==> config.mk <==
export PLATFORM = sky130hd
export DESIGN_NAME = cpt_timer
export DESIGN_NICKNAME = d
export VERILOG_FILES = /design/src/cpt_pkg.sv /design/src/cpt_timer.sv
export SDC_FILE = /design/constraint.sdc
export NUM_CORES = 1
export LEC_CHECK = 0
export BUFFER_PORTS_ARGS = -buffer_cell sky130_fd_sc_hd__buf_2
export CAP_MARGIN = 5
export CELL_PAD_IN_SITES_DETAIL_PLACEMENT = 1
export CELL_PAD_IN_SITES_GLOBAL_PLACEMENT = 2
export CORE_UTILIZATION = 36
export CTS_CLUSTER_SIZE = 14
export DETAILED_ROUTE_END_ITERATION = 10
export PLACE_DENSITY_LB_ADDON = 0.1
export RECOVER_POWER = 100
export SYNTH_ARGS = -nofsm -noshare
export SYNTH_HDL_FRONTEND = slang
export SYNTH_SLANG_ARGS = --single-unit
export TNS_END_PERCENT = 50
==> constraint.sdc <==
create_clock -name aclk -period 6.14 [get_ports aclk]
set_input_delay 0.614 -clock aclk [delete_from_list [all_inputs] [get_ports aclk]]
set_output_delay 0.614 -clock aclk [all_outputs]
set_load 0.01 [all_outputs]
==> src/cpt_pkg.sv <==
// Purpose: constants and state type of the compare/pwm timer
// Assumes: byte-wide registers, each in one aligned 32-bit word
// Notes: offsets are word-aligned byte addresses on the lite bus
package cpt_pkg;
  // register byte addresses
  localparam logic [7:0] CPT_OFF_CTRL0 = 8'h00;
  localparam logic [7:0] CPT_OFF_CTRL1 = 8'h04;
  localparam logic [7:0] CPT_OFF_CNT_LO = 8'h08;
  localparam logic [7:0] CPT_OFF_CNT_HI = 8'h0C;
  localparam logic [7:0] CPT_OFF_CMPA_LO = 8'h10;
  localparam logic [7:0] CPT_OFF_CMPA_HI = 8'h14;
  localparam logic [7:0] CPT_OFF_PERIOD = 8'h18;
  localparam logic [7:0] CPT_OFF_STATUS = 8'h1C;
  // control 0 field
  localparam int CPT_RUN_BIT = 3;
  // control 1 fields
  localparam int CPT_MODE_HI = 7;
  localparam int CPT_MODE_LO = 6;
  localparam int CPT_ACT_HI = 5;
  localparam int CPT_ACT_LO = 4;
  localparam int CPT_INIT_BIT = 2 + 1;
  localparam int CPT_INV_BIT = 2;
  localparam int CPT_SWAP_BIT = 1;
  localparam int CPT_CLR_BIT = 0;
  // status fields, write one to clear
  localparam int CPT_FLAG_A_BIT = 0;
  localparam int CPT_FLAG_P_BIT = 1;
  // operating modes
  localparam logic [1:0] CPT_MODE_COMPARE = 2'h0;
  localparam logic [1:0] CPT_MODE_PWM = 2'h2;
  localparam logic [1:0] CPT_MODE_TIMER = 2'h3;
  // pin actions, compare mode
  localparam logic [1:0] CPT_ACT_NONE = 2'h0;
  localparam logic [1:0] CPT_ACT_LOW = 2'h1;
  localparam logic [1:0] CPT_ACT_HIGH = 2'h2;
  localparam logic [1:0] CPT_ACT_TOGGLE = 2'h3;
  // pin actions, pwm mode
  localparam logic [1:0] CPT_PWM_INACTIVE = 2'h0;
  localparam logic [1:0] CPT_PWM_ACTIVE = 2'h1;
  localparam logic [1:0] CPT_PWM_WAVE = 2'h2;
  // bus responses
  localparam logic [1:0] CPT_RESP_OKAY = 2'h0;
  localparam logic [1:0] CPT_RESP_SLVERR = 2'h2;
  // counting constants
  localparam logic [16:0] CPT_FULL_SPAN = 17'h10000;
  localparam logic [7:0] CPT_LOW_ZERO = 8'h00;

  // whole state of the timer
  typedef struct packed {
    logic awready;
    logic wready;
    logic arready;
    logic bvalid;
    logic [1:0] bresp;
    logic rvalid;
    logic [1:0] rresp;
    logic [31:0] rdata;
    logic have_aw;
    logic have_w;
    logic [7:0] awaddr;
    logic [7:0] wdata;
    logic wstrb0;
    logic run;
    logic run_prev;
    logic [7:0] ctrl1;
    logic [15:0] cmpa;
    logic [7:0] period;
    logic [15:0] count;
    logic [15:0] div;
    logic flag_a;
    logic flag_p;
    logic pin_level;
    logic pin;
    logic pin_en_n;
  } cpt_state_type;

  // pin released, everything else cleared
  localparam cpt_state_type CPT_RESET_STATE = '{pin_en_n: 1'b1, default: '0};
endpackage : cpt_pkg

==> src/cpt_timer.sv <==
// Purpose: 16-bit timer with full compare A and upper-byte compare P, pwm output
// Assumes: one clock aclk, synchronous active-low reset, lite bus master
// Notes: the timer tick is aclk divided by tick_div
//
// Notes on behaviour
// - counter readable as two read-only bytes
// - compare A sixteen bits, two writable bytes
// - period value compared with counter top byte
// - period N times 256, zero gives 65536
// - two mode bits select operating mode
// - clear select low: clear on P, both flags
// - clear select high: clear on A, A flag
// - compare A zero: overflow, no A flag
// - compare pin moves only on A match
// - pin action drives high, low, toggles
// - run rise loads pin initial level
// - timer mode counts alike, pin released
// - pwm ignores clear select, swap picks roles
// - swap low: period from P, duty A
// - swap high: period A, duty from P
// - duty at or above period: always active
// - pwm raises both flags on matches
// - pwm polarity, pin action, invert bit
// - pwm counting continues while pin forced
// - compare codes: none, low, high, toggle
// - run rise zeroes counter, fall holds it
// - pwm codes: inactive, active, wave; pulse code drives inactive
`timescale 1ns/1ps
module cpt_timer
  import cpt_pkg::*;
#(
  parameter logic [15:0] tick_div = 16'h0001 // aclk cycles per timer tick
) (
  input wire logic aclk,
  input wire logic aresetn,
  input wire logic [7:0] s_axi_awaddr,
  input wire logic [2:0] s_axi_awprot,
  input wire logic s_axi_awvalid,
  output logic s_axi_awready,
  input wire logic [31:0] s_axi_wdata,
  input wire logic [3:0] s_axi_wstrb,
  input wire logic s_axi_wvalid,
  output logic s_axi_wready,
  output logic [1:0] s_axi_bresp,
  output logic s_axi_bvalid,
  input wire logic s_axi_bready,
  input wire logic [7:0] s_axi_araddr,
  input wire logic [2:0] s_axi_arprot,
  input wire logic s_axi_arvalid,
  output logic s_axi_arready,
  output logic [31:0] s_axi_rdata,
  output logic [1:0] s_axi_rresp,
  output logic s_axi_rvalid,
  input wire logic s_axi_rready,
  output logic timer_output_pin,
  output logic timer_output_pin_en_n
);

  cpt_state_type q; // registered state
  cpt_state_type d; // next state

  // mapped-address check, shared by read and write
  function automatic logic cpt_mapped(input logic [7:0] addr);
    logic [7:0] a;
    a = {addr[7:2], 2'b00};
    if (a == CPT_OFF_CTRL0) begin
      cpt_mapped = 1'b1;
    end else if (a == CPT_OFF_CTRL1 || a == CPT_OFF_CNT_LO || a == CPT_OFF_CNT_HI) begin
      cpt_mapped = 1'b1;
    end else if (a == CPT_OFF_CMPA_LO || a == CPT_OFF_CMPA_HI) begin
      cpt_mapped = 1'b1;
    end else if (a == CPT_OFF_PERIOD || a == CPT_OFF_STATUS) begin
      cpt_mapped = 1'b1;
    end else begin
      cpt_mapped = 1'b0;
    end
  endfunction : cpt_mapped

  // field views of control 1
  logic [1:0] mode; // operating mode
  logic [1:0] action; // pin action code
  logic init_level; // compare initial level, pwm active level
  logic invert; // output inversion
  logic swap; // duty and period swap
  logic clear_sel; // counter clear select
  assign mode = {q.ctrl1[CPT_MODE_HI], q.ctrl1[CPT_MODE_LO]};
  assign action = {q.ctrl1[CPT_ACT_HI], q.ctrl1[CPT_ACT_LO]};
  assign init_level = q.ctrl1[CPT_INIT_BIT];
  assign invert = q.ctrl1[CPT_INV_BIT];
  assign swap = q.ctrl1[CPT_SWAP_BIT];
  assign clear_sel = q.ctrl1[CPT_CLR_BIT];

  // comparator terms, matched against the value the counter would step to
  logic rise; // run enable rising
  logic tick; // one timer clock
  logic [16:0] next_count; // counter plus one, carry kept
  logic [16:0] target_p; // comparator P point, 65536 when zero
  logic [16:0] target_a; // comparator A point, 65536 when zero
  logic a_hit; // comparator A match
  logic p_hit; // comparator P match
  logic pwm_mode; // pwm selected
  logic [16:0] pwm_period; // counter wrap point in pwm
  logic [16:0] pwm_duty; // active span in pwm
  logic clr; // counter returns to zero
  logic pwm_on; // pwm waveform in active phase
  assign rise = q.run && !q.run_prev;
  assign tick = (q.div == tick_div - 16'h1);
  assign next_count = {1'b0, q.count} + 17'h1;
  assign target_p = (q.period == CPT_LOW_ZERO) ? CPT_FULL_SPAN : {1'b0, q.period, CPT_LOW_ZERO};
  assign target_a = (q.cmpa == 16'h0) ? CPT_FULL_SPAN : {1'b0, q.cmpa};
  assign a_hit = (q.cmpa != 16'h0) && (next_count == {1'b0, q.cmpa});
  assign p_hit = (next_count == target_p);
  assign pwm_mode = (mode == CPT_MODE_PWM);
  assign pwm_period = swap ? target_a : target_p;
  assign pwm_duty = swap ? target_p : {1'b0, q.cmpa};
  assign pwm_on = ({1'b0, q.count} < pwm_duty);

  // clear point: pwm wraps at its period, other modes follow clear select
  always_comb begin
    if (pwm_mode) begin
      clr = (next_count == pwm_period);
    end else if (clear_sel) begin
      clr = (q.cmpa == 16'h0) ? next_count[16] : a_hit;
    end else begin
      clr = p_hit;
    end
  end

  // next-state logic: bus slave, counter, flags and pin
  always_comb begin
    logic aw_fire;
    logic w_fire;
    logic ar_fire;
    logic do_write;
    logic [7:0] wa;
    logic [7:0] ra;
    logic clr_a;
    logic clr_p;
    logic set_a;
    logic set_p;
    logic pwm_level;
    aw_fire = s_axi_awvalid && q.awready;
    w_fire = s_axi_wvalid && q.wready;
    ar_fire = s_axi_arvalid && q.arready;
    do_write = q.have_aw && q.have_w && !q.bvalid;
    wa = {q.awaddr[7:2], 2'b00};
    ra = {s_axi_araddr[7:2], 2'b00};
    clr_a = 1'b0;
    clr_p = 1'b0;
    set_a = 1'b0;
    set_p = 1'b0;
    pwm_level = 1'b0;
    d = q;
    d.run_prev = q.run;
    // write address and data taken in either order
    if (aw_fire) begin
      d.have_aw = 1'b1;
      d.awaddr = s_axi_awaddr;
    end
    if (w_fire) begin
      d.have_w = 1'b1;
      d.wdata = s_axi_wdata[7:0];
      d.wstrb0 = s_axi_wstrb[0];
    end
    // register write once both halves are held
    if (do_write) begin
      d.have_aw = 1'b0;
      d.have_w = 1'b0;
      d.bvalid = 1'b1;
      d.bresp = cpt_mapped(q.awaddr) ? CPT_RESP_OKAY : CPT_RESP_SLVERR;
      if (q.wstrb0) begin
        if (wa == CPT_OFF_CTRL0) begin
          d.run = q.wdata[CPT_RUN_BIT];
        end else if (wa == CPT_OFF_CTRL1) begin
          d.ctrl1 = q.wdata;
        end else if (wa == CPT_OFF_CMPA_LO) begin
          d.cmpa[7:0] = q.wdata;
        end else if (wa == CPT_OFF_CMPA_HI) begin
          d.cmpa[15:8] = q.wdata;
        end else if (wa == CPT_OFF_PERIOD) begin
          d.period = q.wdata;
        end else if (wa == CPT_OFF_STATUS) begin
          clr_a = q.wdata[CPT_FLAG_A_BIT];
          clr_p = q.wdata[CPT_FLAG_P_BIT];
        end
      end
    end
    // write response held until taken
    if (q.bvalid && s_axi_bready) begin
      d.bvalid = 1'b0;
    end
    // read: data latched at the address handshake
    if (ar_fire) begin
      d.rvalid = 1'b1;
      d.rresp = cpt_mapped(s_axi_araddr) ? CPT_RESP_OKAY : CPT_RESP_SLVERR;
      d.rdata = 32'h0;
      if (ra == CPT_OFF_CTRL0) begin
        d.rdata[CPT_RUN_BIT] = q.run;
      end else if (ra == CPT_OFF_CTRL1) begin
        d.rdata[7:0] = q.ctrl1;
      end else if (ra == CPT_OFF_CNT_LO) begin
        d.rdata[7:0] = q.count[7:0];
      end else if (ra == CPT_OFF_CNT_HI) begin
        d.rdata[7:0] = q.count[15:8];
      end else if (ra == CPT_OFF_CMPA_LO) begin
        d.rdata[7:0] = q.cmpa[7:0];
      end else if (ra == CPT_OFF_CMPA_HI) begin
        d.rdata[7:0] = q.cmpa[15:8];
      end else if (ra == CPT_OFF_PERIOD) begin
        d.rdata[7:0] = q.period;
      end else if (ra == CPT_OFF_STATUS) begin
        d.rdata[CPT_FLAG_A_BIT] = q.flag_a;
        d.rdata[CPT_FLAG_P_BIT] = q.flag_p;
      end
    end else if (q.rvalid && s_axi_rready) begin
      d.rvalid = 1'b0;
    end
    // one write and one read at a time: readies close while busy
    d.awready = !d.have_aw && !d.bvalid && !do_write;
    d.wready = !d.have_w && !d.bvalid && !do_write;
    d.arready = !d.rvalid;
    // tick prescaler runs only while the timer is on
    if (q.run && !rise) begin
      d.div = tick ? 16'h0 : q.div + 16'h1;
    end else begin
      d.div = 16'h0;
    end
    // counter: zero on run rise, hold while off, else step per tick
    if (rise) begin
      d.count = 16'h0;
      d.pin_level = init_level;
    end else if (q.run && tick) begin
      d.count = clr ? 16'h0 : next_count[15:0];
      if (pwm_mode) begin
        set_a = a_hit;
        set_p = p_hit;
      end else begin
        set_a = a_hit;
        set_p = p_hit && !clear_sel;
        // compare pin only moves on a comparator A match
        if (a_hit) begin
          case (action)
            CPT_ACT_LOW: d.pin_level = 1'b0;
            CPT_ACT_HIGH: d.pin_level = 1'b1;
            CPT_ACT_TOGGLE: d.pin_level = !q.pin_level;
            default: d.pin_level = q.pin_level;
          endcase
        end
      end
    end
    // sticky flags, a match in the clearing cycle wins
    d.flag_a = (q.flag_a && !clr_a) || set_a;
    d.flag_p = (q.flag_p && !clr_p) || set_p;
    // pwm level: counting continues even while the pin is forced
    case (action)
      CPT_PWM_INACTIVE: pwm_level = !init_level;
      CPT_PWM_ACTIVE: pwm_level = init_level;
      CPT_PWM_WAVE: pwm_level = pwm_on ? init_level : !init_level;
      default: pwm_level = !init_level; // single pulse code not built: inactive
    endcase
    // pin drive: released in timer mode and the undefined code
    if (pwm_mode) begin
      d.pin = pwm_level ^ invert;
      d.pin_en_n = 1'b0;
    end else if (mode == CPT_MODE_COMPARE) begin
      d.pin = d.pin_level ^ invert;
      d.pin_en_n = 1'b0;
    end else begin
      d.pin = 1'b0;
      d.pin_en_n = 1'b1;
    end
  end

  // single state register
  always_ff @(posedge aclk) begin
    if (!aresetn) begin
      q <= CPT_RESET_STATE;
    end else begin
      q <= d;
    end
  end

  // outputs straight from the state register
  assign s_axi_awready = q.awready;
  assign s_axi_wready = q.wready;
  assign s_axi_bvalid = q.bvalid;
  assign s_axi_bresp = q.bresp;
  assign s_axi_arready = q.arready;
  assign s_axi_rvalid = q.rvalid;
  assign s_axi_rresp = q.rresp;
  assign s_axi_rdata = q.rdata;
  assign timer_output_pin = q.pin;
  assign timer_output_pin_en_n = q.pin_en_n;

  // helper: a status write that clears flags this cycle, declared ahead of its checker
  logic do_write_w;
  assign do_write_w = q.have_aw && q.have_w && !q.bvalid && q.wstrb0 && ({q.awaddr[7:2], 2'b00} == CPT_OFF_STATUS);

  // run rise zeroes the counter and loads the initial level
  run_rise_a: assert property (@(posedge aclk) disable iff (!aresetn)
    rise |=> (q.count == 16'h0) && (q.pin_level == $past(init_level)))
    else $error("run rise did not reset counter or pin level");

  // counter keeps its residual value while off
  count_hold_a: assert property (@(posedge aclk) disable iff (!aresetn)
    !q.run |=> (q.count == $past(q.count)))
    else $error("counter moved while timer off");

  // one step per tick
  count_step_a: assert property (@(posedge aclk) disable iff (!aresetn)
    (q.run && !rise && tick && !clr) |=> (q.count == $past(q.count) + 16'h1))
    else $error("counter did not step on tick");

  // comparator P point clears the counter and sets its flag
  p_clear_a: assert property (@(posedge aclk) disable iff (!aresetn)
    (q.run && !rise && tick && mode == CPT_MODE_COMPARE && !clear_sel && p_hit)
    |=> (q.count == 16'h0) && q.flag_p)
    else $error("comparator P match did not clear counter");

  // no A flag from a zero compare value
  a_zero_flag_a: assert property (@(posedge aclk) disable iff (!aresetn)
    (q.cmpa == 16'h0 && !q.flag_a) |=> !q.flag_a)
    else $error("flag A raised with compare A zero");

  // no P flag with clear select high outside pwm
  p_flag_none_a: assert property (@(posedge aclk) disable iff (!aresetn)
    (!pwm_mode && clear_sel && !q.flag_p) |=> !q.flag_p)
    else $error("flag P raised with clear on A");

  // flag A stays until cleared by software
  flag_sticky_a: assert property (@(posedge aclk) disable iff (!aresetn)
    (q.flag_a && !(do_write_w && q.wdata[CPT_FLAG_A_BIT])) |=> q.flag_a)
    else $error("flag A dropped without a clear");

  // timer mode releases the pin
  pin_release_a: assert property (@(posedge aclk) disable iff (!aresetn)
    (mode == CPT_MODE_TIMER) |=> q.pin_en_n)
    else $error("pin driven in timer mode");

  // duty at or above period keeps the active level
  pwm_full_a: assert property (@(posedge aclk) disable iff (!aresetn)
    (pwm_mode && action == CPT_PWM_WAVE && pwm_duty >= pwm_period && {1'b0, q.count} < pwm_period)
    |=> (q.pin == $past(init_level ^ invert)))
    else $error("pwm not fully active with duty over period");

endmodule : cpt_timer

======== Yosys cells after proc, flatten, opt, wreduce, memory -nomap -nowiden ========
Index checks and enable logic that the tools add are counted.
cells by class
  $lt $le $gt $ge ......................... 1
  mux-type cells .......................... 68
  equal/unequal tests ..................... 21
  bitwise logic cells ..................... 8
  reductions and logical operators ........ 55
  add/sub/neg operators ................... 2
operator list
  operator                 count
  $mux W17                 4
  $eq A6 B3 Y1 const B     8
  $mux W1                  45
  $mux W8                  5
  $eq A17 B17 Y1           2
  $logic_not A16 Y1        2
  $eq A6 B2 Y1 const B     4
  $logic_and A1 B1 Y1      18
  $add A16 B1 Y17 const B  1
  $eq A17 B16 Y1           1
  $lt A16 B17 Y1           1
  $add A16 B1 Y16 const B  1
  $mux W16                 1
  $reduce_bool A16 Y1      1
  $mux W2                  7
  $logic_not A1 Y1         13
  $eq A6 B1 Y1 const B     2
  $logic_not A6 Y1         2
  $logic_or A1 B1 Y1       10
  $logic_not A8 Y1         1
  $reduce_and A7 Y1        1
  $eq A2 B2 Y1 const B     3
  $mux W3                  2
  $mux W6                  1
  13 further kinds         19
word-level totals
  bits in registers ....................... 107
  logic and storage cells ................. 181
  output and inout bits ................... 43
  input port bits ......................... 65

======== Longest topological paths before layout ========
  word-level depth ........................ 13
  gate-level depth with buffers ........... 14

======== Worst setup path before layout ========
Ideal clock, no wire load.
  path kind ............................... register -> register
  start point ............................. register q[62] (netlist name)
  end point ............................... register q (netlist bit timer_output_pin)
  slack ................................... 2.967 ns
  data arrival time ....................... 3.053 ns
  stages on the path, launching flop included .. 13
  path buffers ............................ 2
  required time ........................... 6.019 ns
  clock period less this slack ............ 3.173 ns
  cells stage by stage .................... dfxtp_1 > buf_2 > buf_1 > mux2i_1 > ha_1 > and4_1 > a2111oi_0 > nand2_1 > a31o_2 > mux2_2 > o2111ai_1 > o21ai_1 > mux2_2
on the way
  word-level cells in the longest chain between the ends .. 6
ends and longest elaborated chain
  what                    RTL line          source
  start, declared         cpt_timer.sv:59   cpt_state_type q;
  start signal, assigned  cpt_timer.sv:277  q <= CPT_RESET_STATE;
  start signal, assigned  cpt_timer.sv:279  q <= d;
  $mux W17                cpt_timer.sv:115  assign pwm_duty = swap ? target_p : {1'b0, q.cmpa};
  $lt A16 B17 Y1          cpt_timer.sv:116  assign pwm_on = ({1'b0, q.count} < pwm_duty);
  $mux W1                 cpt_timer.sv:258  CPT_PWM_WAVE: pwm_level = pwm_on ? init_level : !init_level;
  $pmux W1 S2             cpt_timer.sv:255  case (action)
  $xor A1 B1 Y1           cpt_timer.sv:263  d.pin = pwm_level ^ invert;
  $mux W2                 cpt_timer.sv:262  if (pwm_mode) begin
No other way between the ends.
A chain may end at the register's enable or synchronous reset.

======== Final worst setup path ========
  start point ............................. input port aresetn
  end point ............................... register q[33] (netlist name)
on the way
  word-level cells in the longest chain between the ends .. 2
ends and longest elaborated chain
  what                               RTL line         source
  start, declared                    cpt_timer.sv:35  input wire logic aresetn,
  $not A1 Y1 (no source line)        n/a
  $reduce_or A2 Y1 (no source line)  n/a
No other way between the ends.

==> impl_metrics.ini <==
[floorplan]
fp.dieH_um = 139
start_util_pct = 37.1
die-area_mm2 = 0.0193
core_mm2 = 0.0182
io_pins = 108
chipWidth_um = 139
rows = 49

[pwr]
clkPwrFrac_pct = 44.0
ir_worst_vdd_v = 0.000134
seqPwrFrac_pct = 50.6
p_sw_w = 0.000369
power_density_mw_per_mm2 = 191
pwr-share-comb_pct = 5.4
p_leak_nw = 2.58
swShare_pct = 27.0
p_total_w = 0.00136
internal_power_w = 0.000996

[placement]
dp_slack_ns = 2.11
dp_hpwl_um = 16000
placed_area_mm2 = 0.00688
gp_congestion = 0.865
io_buffers = 44

[global_routing]
track_usage_pct = 22.8
first_global_vias = 6116
antenna_found_initial = 0
grt_max_degree = 71
grt_pass1_wl_um = 34100
grt_remaining_overflow = 0

[flow_run]
drv_cap = 1

[status]
violations = design-rule violations, max-capacitance violations, max-slew violations
status = finished with violations

[clock_tree]
h-tree-depth = 3
clock-sinks = 103
cts_setup_buffers = 0
clkTransAtPathRegs_ns = 0.09
insertion_delay_ns = 0.37
clockRootBuffer = clkbuf_16
clk_path_buf_depth = 2
ctsHoldBuffers = 0
tritoncts = yes
cts_resized = 0
tritoncts.num_buffers = 9

[worst_setup_path]
worst_path_max_delay_cell = clkbuf_1
arrival_ns = 4.91
path_cells = buf_2 > clkbuf_1 > nand2_1 > a41oi_1 > nand4bb_4 > nor4_1 > a21o_1
required_ns = 6.46
max_stage_delay_ns = 1.79
cp_max_fo = 70
start_kind = primary input
crit_type = primary input to flip-flop
crit_path_end_kind = flip-flop

[yosys]
synthMuxAreaShare_pct = 5.41
yosys_warnings = 0
synth-xor-area-share_pct = 6.13
synth_top_area_cell = dfxtp_1
synth.top_cells.by_area = dfxtp_1, nand2_1, a21boi_0, buf_4, ha_1
synth_ff_type = dfxtp_1
synth_area_mm2 = 0.00676
seq_area_frac_synth_pct = 30.5
synth_compound_area_share_pct = 19.5
synth.distinct_cells = 80
synth_top_area_share_pct = 30.5
async_flop_share_pct = 0
synth_top_family_by_area = simple AND/OR/NAND/NOR gates
synth-edff-count = 0
syn-instance-count = 831
synthAdderAreaFrac_pct = 3.70
syn_area_per_cell_um2 = 8.13
ys_ff_latch = 103
yosys.area_share.simple_pct = 26.2

[sta]
maxSlewViolCount = 71
finClkSkew_ns = 0.0111
fin_crit_ns = 4.59
layout_setup_ws_ns = 1.55
setup_viol = 0
rsz0062_at_grt = false
max_clock_freq_mhz = 218
tns_ns = 0
min_period_over_period_pct = 74.8
hold_violations = 0
maxSlewHeadroom_pct = -68.5
hold_ws_ns = 0.475
worst_pin_slew_ns = 2.53

[cells_and_area]
areaGrowthSynthToFinish_pct = 5.59
diodes = 0
fin_nets = 914
seq_area_mm2 = 0.00206
design_area_mm2 = 0.00714
drive_gt1_share_pct = 8.75
fill_cells = 2175
multi_input_area_mm2 = 0.00419

[routing]
via_per_inst = 5.70
firstDrtPassIters = 10
drc = 1
drt-total-wl_um = 21500
drtIter0Drc = 355
routedWlPerCell_um = 20.3
ant_nets = 0
dr_total_vias = 6054

[min_path]
hp-class = flip-flop to flip-flop
==> registers in the layout, indices dropped and copies added, names as in the netlist, 2 cells and up <==
register and flops:
s_axi_rdata 8, action 2, mode 2, q 78
==> cell usage in the layout (no fill, tap or decap), types with 22 or more instances in the layout <==
cell / instances
nor2_1: 53
a21oi_1: 28
o21ai_0: 28
a21boi_0: 53
dfxtp_1: 103
buf_2: 27
nand2_1: 136
mux2i_1: 23
xor2_1: 22
nand3_1: 27
conb_1: 26
==> worst max-delay path: cells and delay by family <==
| family | cells | cell delay, ns |
|---|---|---|
| AND/OR/NAND/NOR | 3 | 1.20 |
| AO/OA/AOI/OAI | 2 | 1.20 |
| buffers and inverters | 2 | 1.87 |
==> power groups by stage <==
stage | clock network, W | registers [W] | logic, W
floorplan | 0 | 0.000701 | 0.0000661
global placement | 0 | 0.000707 | 0.0000710
detailed placement | 0 | 0.000707 | 0.0000737
CTS | 0.000617 | 0.000691 | 0.0000740
global route | 0.000639 | 0.000693 | 0.0000825
finish | 0.000600 | 0.000691 | 0.0000737
==> worst paths after layout <==
check / startpoint / endpoint / slack (ns) / depth (start not counted)
worst max register to register: q[21]$_SDFFE_PP0P_ / q[31]$_SDFFE_PP0P_ / 1.86 / 10
worst min register to register: q[5]$_SDFF_PP0_ / q[5]$_SDFF_PP0_ / 0.48 / 1
worst max-delay path: aresetn / q[33]$_SDFFE_PP0P_ / 1.55 / 7
worst min-delay path: q[5]$_SDFF_PP0_ / q[5]$_SDFF_PP0_ / 0.48 / 1
==> synthesized netlist by cell type (all sizes together), types with 4 or more instances <==
master  count
xnor2      20
nor3       12
and4        5
a211o       5
a22oi       6
a21oi      29
buf        58
and3       18
clkbuf     27
o221ai      5
dfxtp     103
nor4       17
nand2     136
nand3b      4
o31ai       6
a31oi       4
nor2       54
a21o        6
nand4      21
o211a       6
nand2b      8
inv        20
xor2       22
mux2i      23
and2        8
ha         20
a21boi     53
a211oi      6
nor2b      10
o21ai      28
or3         9
mux2        6
nand3      29
==> cell families (layout without fill, tap and decap cells) <==
family	Yosys count	in the layout
adder cells (fa/ha/maj)	20	20
AND/OR/NAND/NOR	344	344
other	1	26
buffers and inverters	105	83
multiplexers	32	32
XOR/XNOR	44	44
AO/OA/AOI/OAI	182	182
flip-flops	103	103
==> cell type report <==
type	count	share of cell area (%)
multi-input cells	648	58.8
flip-flops and latches	103	28.9
well taps	229	4.01
clock buffers	9	3.16
repair buffers	47	3.10
inverters	20	1.05
clock inverters	7	1.02
==> stage by stage <==
stage,cells,util (%)
3_3_place_gp,1046,37.8
4_1_cts,1062,39.4
5_1_grt,1063,39.2
6_report,1063,39.2
3_5_place_dp,1046,37.8
2_1_floorplan,856,-
==> per-layer routing <==
metal  GRT usage, %  share of wire (%)  vias up
met5              0                  0        -
met4           8.83                2.5        0
met3           2.28                2.9       33
met2           38.7                 47      130
met1           29.6                 47     2992
li1               -                  -     2899
Note: power is estimated with default switching activity, not from simulation.
